File: config.mk
export PLATFORM = sky130hd
export DESIGN_NAME = lsi_top
export DESIGN_NICKNAME = d
export VERILOG_FILES = /design/src/lsi_pkg.sv /design/src/lsi_top.sv
export VERILOG_INCLUDE_DIRS = /design/src
export SDC_FILE = /design/constraint.sdc
export NUM_CORES = 1
export LEC_CHECK = 0
export BUFFER_PORTS_ARGS = -buffer_cell sky130_fd_sc_hd__buf_2
export CORE_MARGIN = 4
export CORE_UTILIZATION = 53
export DETAILED_ROUTE_END_ITERATION = 12
export GPL_TIMING_DRIVEN = 0
export PLACE_DENSITY = 0.73
export SLEW_MARGIN = 20
export SYNTH_ARGS = -nofsm -noshare
export SYNTH_HDL_FRONTEND = slang
export SYNTH_SLANG_ARGS = --single-unit
File: constraint.sdc
create_clock -name clk_i -period 7 [get_ports clk_i]
set_input_delay 1.4 -clock clk_i [delete_from_list [all_inputs] [get_ports clk_i]]
set_output_delay 1.4 -clock clk_i [all_outputs]
set_load 0.03 [all_outputs]
File: src/lsi_regs.svh
// Behaviour
// - Low-limit exponent top bits equal to 11b select end-of-conversion mode.
// - In end-of-conversion mode every finished conversion makes the interrupt active.
// - Latched end-of-conversion: config read, non-shutdown write, alert release interrupt.
// - Latched end-of-conversion: a config read clears both threshold flags.
// - Latched: fault-count hits set their own flag, other flag untouched.
// - Transparent end-of-conversion: high hit gives flags 10, low hit 01, interrupt active.
// - Transparent end-of-conversion: read or non-shutdown write releases interrupt; alert ignored.
// - Conversion-ready sets per conversion, clears right after a config read.
// - Non-shutdown config write clears conversion-ready; shutdown write keeps flags; latch-clearing write releases interrupt unless end-of-conversion.
// - Interrupt pin level follows active state and the output polarity bit.
// - First byte after write-direction address is stored as register pointer.
// - Write: address, pointer, two data bytes, each acknowledged, register loaded.
// - Read returns most significant byte, then least after host acknowledge.
// - Pointer is kept across reads until a new pointer byte is written.
// - Every serial register is sixteen bits wide.
// - With latch bit 0 the alert response address is ignored.
`ifndef LSI_REGS_SVH
`define LSI_REGS_SVH
`define LSI_PTR_RES    8'h00
`define LSI_PTR_CFG    8'h01
`define LSI_PTR_LOW    8'h02
`define LSI_PTR_HIGH   8'h03
`define LSI_PTR_MFR    8'h7E
`define LSI_PTR_DEV    8'h7F
`define LSI_SLV_ADDR   7'h2A
`define LSI_ALERT_ADDR 7'h0C
`define LSI_CFG_M      9
`define LSI_CFG_CRF    7
`define LSI_CFG_FH     6
`define LSI_CFG_FL     5
`define LSI_CFG_L      4
`define LSI_CFG_POL    3
`define LSI_CFG_FC     0
`define LSI_CFG_WMASK  16'hFE1F
`define LSI_CFG_RST    16'h0000
`define LSI_LOW_RST    16'h0000
`define LSI_HIGH_RST   16'hBFFF
`define LSI_FC_SAT     4'h8
`define LSI_WB_RES     8'h00
`define LSI_WB_CFG     8'h04
`define LSI_WB_PTR     8'h08
`endif

File: src/lsi_pkg.sv
`default_nettype none
package lsi_pkg;
  typedef enum logic [4:0] {
    ST_IDLE = 5'h01,
    ST_ADDR = 5'h02,
    ST_PTR  = 5'h04,
    ST_WDAT = 5'h08,
    ST_RDAT = 5'h10
  } lsi_st_e;

  typedef struct packed {
    logic        scl_m;
    logic        scl_s;
    logic        scl_p;
    logic        sda_m;
    logic        sda_s;
    logic        sda_p;
    lsi_st_e     st;
    logic [3:0]  bitc;
    logic [7:0]  sh;
    logic        ack;
    logic        oe;
    logic        idx;
    logic [7:0]  msb;
    logic [7:0]  ptr;
    logic [15:0] rdw;
    logic [15:0] res;
    logic [15:0] cfg;
    logic [15:0] low;
    logic [15:0] high;
    logic [3:0]  hcnt;
    logic [3:0]  lcnt;
    logic        act;
    logic        pin;
    logic        wack;
    logic [31:0] wdat;
  } lsi_state_s;
endpackage
`default_nettype wire

File: src/lsi_top.sv
// Implementation choices: the register addresses and register access over Wishbone.
`timescale 1ns/1ns
`default_nettype none
`include "lsi_regs.svh"
module lsi_top #(
  // Identity values are arbitrary.
  parameter logic [15:0] MFR_ID = 16'h1A2B,
  parameter logic [15:0] DEV_ID = 16'h3C4D
) (
  input  wire logic        clk_i,
  input  wire logic        rst_i,
  input  wire logic        scl_i,
  input  wire logic        sda_i,
  output logic             sda_o,
  output logic             sda_oe_o,
  output logic             int_o,
  input  wire logic        wb_cyc_i,
  input  wire logic        wb_stb_i,
  input  wire logic        wb_we_i,
  input  wire logic [7:0]  wb_adr_i,
  input  wire logic [3:0]  wb_sel_i,
  input  wire logic [31:0] wb_dat_i,
  output logic [31:0]      wb_dat_o,
  output logic             wb_ack_o
);
  localparam lsi_pkg::lsi_state_s RST_S = '{
    st:      lsi_pkg::ST_IDLE,
    cfg:     `LSI_CFG_RST,
    low:     `LSI_LOW_RST,
    high:    `LSI_HIGH_RST,
    pin:     1'b1,
    scl_m:   1'b1,
    scl_s:   1'b1,
    scl_p:   1'b1,
    sda_m:   1'b1,
    sda_s:   1'b1,
    sda_p:   1'b1,
    default: '0
  };

  lsi_pkg::lsi_state_s q;
  lsi_pkg::lsi_state_s n;
  logic        rise;
  logic        fall;
  logic        start_c;
  logic        stop_c;
  logic [7:0]  byte_in;
  logic [7:0]  tx;
  logic [15:0] rv;
  logic [15:0] wv;
  logic [3:0]  bitc_n;
  logic [3:0]  fcn;
  logic [3:0]  nh;
  logic [3:0]  nl;
  logic        req;
  logic        conv;
  logic        cfg_rd;
  logic        cfg_wr;
  logic        alert;
  logic        ptr_ld;
  logic        adr_ok;
  logic        eoc;
  logic        lat;
  logic        above;
  logic        below;
  logic        hit_h;
  logic        hit_l;

  // Mantissa scaled by exponent gives a comparable light level.
  function automatic logic [27:0] lux(input logic [15:0] v);
    lux = {16'h0000, v[11:0]} << v[15:12];
  endfunction

  ////////////////////////////////////////////////////////////////////////////
  always_comb
  begin
    n       = q;
    cfg_rd  = 1'b0;
    cfg_wr  = 1'b0;
    alert   = 1'b0;
    ptr_ld  = 1'b0;
    adr_ok  = 1'b0;
    wv      = 16'h0000;
    n.scl_m = scl_i;
    n.scl_s = q.scl_m;
    n.scl_p = q.scl_s;
    n.sda_m = sda_i;
    n.sda_s = q.sda_m;
    n.sda_p = q.sda_s;
    rise    = q.scl_s & ~q.scl_p;
    fall    = ~q.scl_s & q.scl_p;
    start_c = q.scl_s & q.scl_p & q.sda_p & ~q.sda_s;
    stop_c  = q.scl_s & q.scl_p & ~q.sda_p & q.sda_s;
    byte_in = {q.sh[6:0], q.sda_s};
    tx      = q.idx ? q.rdw[7:0] : q.rdw[15:8];
    bitc_n  = (q.bitc == 4'h8) ? 4'h0 : q.bitc + 4'h1;
    eoc     = q.low[15:14] == 2'b11;
    lat     = q.cfg[`LSI_CFG_L];
    case (q.ptr)
      `LSI_PTR_RES:  rv = q.res;
      `LSI_PTR_CFG:  rv = q.cfg;
      `LSI_PTR_LOW:  rv = q.low;
      `LSI_PTR_HIGH: rv = q.high;
      `LSI_PTR_MFR:  rv = MFR_ID;
      `LSI_PTR_DEV:  rv = DEV_ID;
      default:       rv = 16'h0000;
    endcase

    if (start_c)
    begin
      n.st   = lsi_pkg::ST_ADDR;
      n.bitc = 4'h8;
      n.idx  = 1'b0;
      n.ack  = 1'b0;
      n.oe   = 1'b0;
    end
    else if (stop_c)
    begin
      n.st = lsi_pkg::ST_IDLE;
      n.oe = 1'b0;
    end
    else if (q.st != lsi_pkg::ST_IDLE && rise)
    begin
      if (q.bitc == 4'h8)
      begin
        // Host acknowledge slot after a byte that this end sent.
        if (q.st == lsi_pkg::ST_RDAT && !q.ack)
        begin
          if (q.sda_s)
            n.st = lsi_pkg::ST_IDLE;
          else
            n.idx = ~q.idx;
        end
      end
      else
      begin
        n.sh = byte_in;
        if (q.bitc == 4'h7 && q.st != lsi_pkg::ST_RDAT)
        begin
          n.ack = 1'b1;
          unique case (q.st)
            lsi_pkg::ST_ADDR:
            begin
              if (byte_in[7:1] == `LSI_SLV_ADDR)
              begin
                adr_ok = 1'b1;
                if (byte_in[0])
                begin
                  n.st   = lsi_pkg::ST_RDAT;
                  n.rdw  = rv;
                  cfg_rd = q.ptr == `LSI_PTR_CFG;
                end
                else
                  n.st = lsi_pkg::ST_PTR;
              end
              else if (byte_in == {`LSI_ALERT_ADDR, 1'b1} && lat)
              begin
                alert = 1'b1;
                n.st  = lsi_pkg::ST_RDAT;
                n.rdw = {`LSI_SLV_ADDR, q.cfg[`LSI_CFG_FH], 8'h00};
              end
              else
              begin
                n.ack = 1'b0;
                n.st  = lsi_pkg::ST_IDLE;
              end
            end
            lsi_pkg::ST_PTR:
            begin
              n.ptr  = byte_in;
              ptr_ld = 1'b1;
              n.st   = lsi_pkg::ST_WDAT;
              n.idx  = 1'b0;
            end
            lsi_pkg::ST_WDAT:
            begin
              n.idx = ~q.idx;
              if (!q.idx)
                n.msb = byte_in;
              else
              begin
                wv = {q.msb, byte_in};
                case (q.ptr)
                  `LSI_PTR_CFG:  cfg_wr = 1'b1;
                  `LSI_PTR_LOW:  n.low = wv;
                  `LSI_PTR_HIGH: n.high = wv;
                  default:       n.idx = 1'b0;
                endcase
              end
            end
            default:
              n.ack = 1'b0;
          endcase
        end
      end
    end
    else if (q.st != lsi_pkg::ST_IDLE && fall)
    begin
      n.bitc = bitc_n;
      if (bitc_n == 4'h8)
        n.oe = q.ack;
      else
        n.oe = (q.st == lsi_pkg::ST_RDAT) & ~tx[~bitc_n[2:0]];
      if (bitc_n == 4'h0)
        n.ack = 1'b0;
    end

    ////////////////////////////////////////////////////////////////////////
    // Register bus: ack one cycle after the request, write at the ack edge.
    req    = wb_cyc_i & wb_stb_i;
    n.wack = req & ~q.wack;
    if (req && !q.wack)
    begin
      case (wb_adr_i)
        `LSI_WB_RES: n.wdat = {16'h0000, q.res};
        `LSI_WB_CFG: n.wdat = {16'h0000, q.cfg};
        `LSI_WB_PTR: n.wdat = {24'h000000, q.ptr};
        default:     n.wdat = 32'h00000000;
      endcase
    end
    conv = req & q.wack & wb_we_i & (&wb_sel_i[1:0])
         & (wb_adr_i == `LSI_WB_RES);

    ////////////////////////////////////////////////////////////////////////
    // Clears are applied first so that a coinciding conversion wins.
    if (cfg_rd)
    begin
      n.cfg[`LSI_CFG_CRF] = 1'b0;
      if (lat)
      begin
        n.cfg[`LSI_CFG_FH] = 1'b0;
        n.cfg[`LSI_CFG_FL] = 1'b0;
        n.act = 1'b0;
      end
      else if (eoc)
        n.act = 1'b0;
    end
    if (cfg_wr)
    begin
      n.cfg = (wv & `LSI_CFG_WMASK) | (q.cfg & ~`LSI_CFG_WMASK);
      if (wv[`LSI_CFG_M +: 2] != 2'b00)
      begin
        n.cfg[`LSI_CFG_CRF] = 1'b0;
        if (eoc)
          n.act = 1'b0;
      end
      if (lat && !wv[`LSI_CFG_L] && !eoc)
        n.act = 1'b0;
    end
    if (alert)
      n.act = 1'b0;

    fcn   = 4'h1 << q.cfg[`LSI_CFG_FC +: 2];
    above = lux(wb_dat_i[15:0]) > lux(q.high);
    below = lux(wb_dat_i[15:0]) < lux({2'b00, q.low[13:0]});
    nh    = !above ? 4'h0 : (q.hcnt == `LSI_FC_SAT) ? q.hcnt : q.hcnt + 4'h1;
    nl    = !below ? 4'h0 : (q.lcnt == `LSI_FC_SAT) ? q.lcnt : q.lcnt + 4'h1;
    hit_h = conv & above & (nh >= fcn);
    hit_l = conv & below & (nl >= fcn);
    if (conv)
    begin
      n.res               = wb_dat_i[15:0];
      n.hcnt              = nh;
      n.lcnt              = nl;
      n.cfg[`LSI_CFG_CRF] = 1'b1;
      if (q.cfg[`LSI_CFG_M +: 2] == 2'b01)
        n.cfg[`LSI_CFG_M +: 2] = 2'b00;
      if (lat)
      begin
        if (hit_h)
          n.cfg[`LSI_CFG_FH] = 1'b1;
        if (hit_l)
          n.cfg[`LSI_CFG_FL] = 1'b1;
        if (hit_h || hit_l)
          n.act = 1'b1;
      end
      else if (hit_h)
      begin
        n.cfg[`LSI_CFG_FH] = 1'b1;
        n.cfg[`LSI_CFG_FL] = 1'b0;
        n.act = 1'b1;
      end
      else if (hit_l)
      begin
        n.cfg[`LSI_CFG_FH] = 1'b0;
        n.cfg[`LSI_CFG_FL] = 1'b1;
        n.act = 1'b0;
      end
      if (eoc)
        n.act = 1'b1;
    end
    n.pin = n.act ? n.cfg[`LSI_CFG_POL] : ~n.cfg[`LSI_CFG_POL];
  end

  always_ff @(posedge clk_i)
  begin
    if (rst_i)
      q <= RST_S;
    else
      q <= n;
  end

  assign sda_o    = 1'b0;
  assign sda_oe_o = q.oe;
  assign int_o    = q.pin;
  assign wb_dat_o = q.wdat;
  assign wb_ack_o = q.wack;
endmodule
`default_nettype wire

==> flow_summary_export.csv <==
group,metric,value,unit
clock_network,clock-sinks,147,
global_routing,grt_max_degree,17,
global_routing,grt_pass1_vias,9078,
clock_network,cts_buffers,17,
clock_network,cts_resized,0,
place,place_area,0.0109,mm2
sta,slew-limit-headroom,0.353,
synth,yosysWarnings,0,
power_and_ir_drop,p_total,2.01,mW
global_routing,busiest_layer,"met2",
sta,max_freq,0.163,GHz
power_and_ir_drop,total_leakage_power,4.41,nW
global_routing,grt_util_met2,0.448,
layout,layout.nets,1481,
clock_network,clk_path_buf_depth,2,
clock_network,cts_htree_levels,4,
place,dp_hpwl,24.3,mm
synth,ys_ff_latch,147,
synth,synth_edf_count,0,
worst_setup_path,crit_path_end_kind,"register",
route,first_pass_iters,5,
worst_setup_path,r2r_slack,1500,ps
clock_network,cts.clk_slew.worst_paths,60,ps
floorplan,die_w,147,um
power_and_ir_drop,ir_drop,0.170,mV
route,avgRoutedWirePerCell,19.3,um
floorplan,ioPinCount,87,
sta,clock_skew,8.84,ps
layout,design_area,0.0115,mm2
route,antenna_left,0,
layout,syn_to_final_growth,12.1,%
worst_setup_path,cp.required,7320,ps
clock_network,clock_tree.root_cell,"clkbuf_16",
route,vias,9931,
sta,setup_tns,0,ps
layout,final_common_cell,"nand2_1",
floorplan,dieArea,0.0217,mm2
floorplan,start_util,0.543,
floorplan,core,0.0189,mm2
place,place.gp.congestion,0.955,
worst_setup_path,worstSetupPathType,"in -> reg",
sta,setup_viol,0,
synth,async_flop_share,0,
worst_setup_path,cp_cell_sequence,"buf_2, buf_4, buf_2, buf_2, clkbuf_1, o21ai_0, mux2i_1, ha_1, a21o_1, a21oi_1, o21ai_0, nor4_1, a31oi_1, nor2_1, nand2_1, ha_1, nand2b_1, a21o_1, a21o_1, a21oi_1, nor3_2, mux2i_1, nand3_1, o211a_1",
synth,syn_avg_cell_area,7.94,um2
worst_setup_path,cpPeakStageDelay,370,ps
sta,worst_pin_slew,963,ps
floorplan,fp-row-count,50,
synth,seq_area_frac_synth,0.287,
synth,ys_types,82,
clock_network,hold_buffers,0,
route,drcViolationCount,0,
outcome,status,"finished, final reports clean",
layout,final_cell_mix,"nand2_1, dfxtp_1, nor2_1, a21oi_1, mux2i_1",
sta,period_minus_slack,6150,ps
sta,hold_viol_final,0,
worst_setup_path,worst_ep_arrival_time,6470,ps
sta,drv_slew,0,
global_routing,grt_overflow_total,0,
route,drtIter0Drc,961,
synth,synth.cell_area,0.0103,mm2
worst_setup_path,cp-start-kind,"input port",
global_routing,grt_pass1_wl,49.5,mm
global_routing,met1_usage,0.403,
route,vias_per_cell,6.02,
route,wirelength,31.9,mm
worst_hold_path,hold_class,"reg -> reg",
sta,setup_ws,852,ps
worst_setup_path,critPathSlowestCell,"clkbuf_1",
place,port_buffers,49,
worst_setup_path,cp_max_fo,10,
global_routing,track_usage,0.287,
clock_network,clkLatencyLatePin,430,ps
sta,fin_crit_sh,0.878,
run,drv_cap,0,
layout,fillCellCount,1747,
floorplan,die_y,147,um
power_and_ir_drop,cellPowerDensity,175,mW/mm2
synth,synthFlopType,"dfxtp_1",
layout,diodes,0,
sta,rsz0062_at_grt,"false",
place,pre_cts_slack,615,ps
global_routing,met3_usage,0.0645,
clock_network,postCtsSetupBuffers,0,
global_routing,antenna_found_initial,0,
layout,drive_gt1_frac,0.150,
clock_network,cts_tree,"yes",
synth,synthCells,1293,
[through the flow]
| step | hold WS (ps) | utilization | instances |
|---|---|---|---|
| 2_1_floorplan | 389 | - | 1309 |
| 3_3_place_gp | 392 | 0.577 | 1618 |
| 6_report | 426 | 0.609 | 1650 |
| 3_5_place_dp | 409 | 0.577 | 1618 |
| 4_1_cts | 423 | 0.609 | 1650 |
| 5_1_grt | 436 | 0.609 | 1650 |
[state kept, by name (all words and copies together) (netlist names)]
register  cells
q           116
byte_in       8
wb_dat_o     16
wb_ack_o      1
int_o         1
lat           1
n             3
sda_oe_o      1
[worst max-delay path: cells and delay by family]
family / cells / cell delay [ps]
buffers and inverters: 5 / 1230
multiplexers: 2 / 650
adder cells (fa/ha/maj): 2 / 600
AO/OA/AOI/OAI: 9 / 1620
AND/OR/NAND/NOR: 6 / 960
[report_power, final]
group | switching (mW) | internal, mW | leakage [nW] | total (mW)
Clock | 0.373 | 0.569 | 0.289 | 0.942
Sequential | 0.00246 | 0.839 | 1.19 | 0.842
Combinational | 0.144 | 0.0864 | 2.93 | 0.231
Total | 0.520 | 1.49 | 4.41 | 2.01
[worst paths after layout]
kind | from | endpoint | depth (start not counted)
setup / recovery | wb_dat_i[14] | int_o | 24
hold / removal | n[160] | byte_in[0] | 1
setup reg to reg | q[56] | int_o | 21
hold reg to reg | n[160] | byte_in[0] | 1
[layout make-up]
class	count	area (um2)	share of cell area
Buffer	125	634	0.0551
Clock buffer	19	443	0.0385
Clock inverter	13	159	0.0138
Inverter	25	93.8	0.00815
Multi-Input combinational cell	1012	6660	0.579
Sequential cell	147	2940	0.256
Tap cell	260	325	0.0283
Timing Repair Buffer	49	245	0.0213
[synth_stat cells, types with 5 or more instances]
| library cell | n | area [um2] |
|---|---|---|
| nand4_1 | 11 | 68.8 |
| o211ai_1 | 5 | 37.5 |
| a22o_1 | 12 | 105 |
| nor2_1 | 125 | 469 |
| buf_2 | 14 | 70.1 |
| nor4_1 | 6 | 37.5 |
| a22oi_1 | 21 | 158 |
| a211o_1 | 15 | 131 |
| nand2_1 | 179 | 672 |
| a21o_1 | 13 | 97.6 |
| xnor2_1 | 5 | 43.8 |
| mux4_2 | 15 | 338 |
| or3_1 | 7 | 43.8 |
| nand3_1 | 30 | 150 |
| buf_4 | 37 | 278 |
| nor2b_1 | 32 | 200 |
| dfxtp_1 | 147 | 2940 |
| and3_1 | 5 | 31.3 |
| a221o_1 | 11 | 110 |
| mux2_2 | 31 | 349 |
| inv_1 | 22 | 82.6 |
| mux2i_1 | 83 | 831 |
| nor3_1 | 25 | 125 |
| a211oi_1 | 14 | 105 |
| nand2b_1 | 20 | 125 |
| and2_1 | 11 | 68.8 |
| a21oi_1 | 121 | 606 |
| a31oi_1 | 8 | 50.1 |
| nand3b_1 | 7 | 52.6 |
| o21ai_0 | 47 | 235 |
| o22ai_1 | 6 | 37.5 |
| ha_1 | 53 | 663 |
| or2_2 | 15 | 93.8 |
| clkbuf_1 | 68 | 255 |
[routing by layer]
metal  up-vias  routed length [um]
met2       446               14400
li1       4730                   -
met3        56                2780
met4         0                 739
met1      4699               14000
met5         -                   0
[cells by family after synthesis]
kind of cell    after synthesis  share of synthesized area
flops                       147                      0.287
compound gates              302                      0.187
xor+xnor                      9                    0.00768
simple gates                501                      0.234
fa+ha+maj                    54                     0.0656
other cells                   1                   0.000365
buf+inv                     150                     0.0709
mux                         129                      0.148
Note: power is estimated with default switching activity, not from simulation.
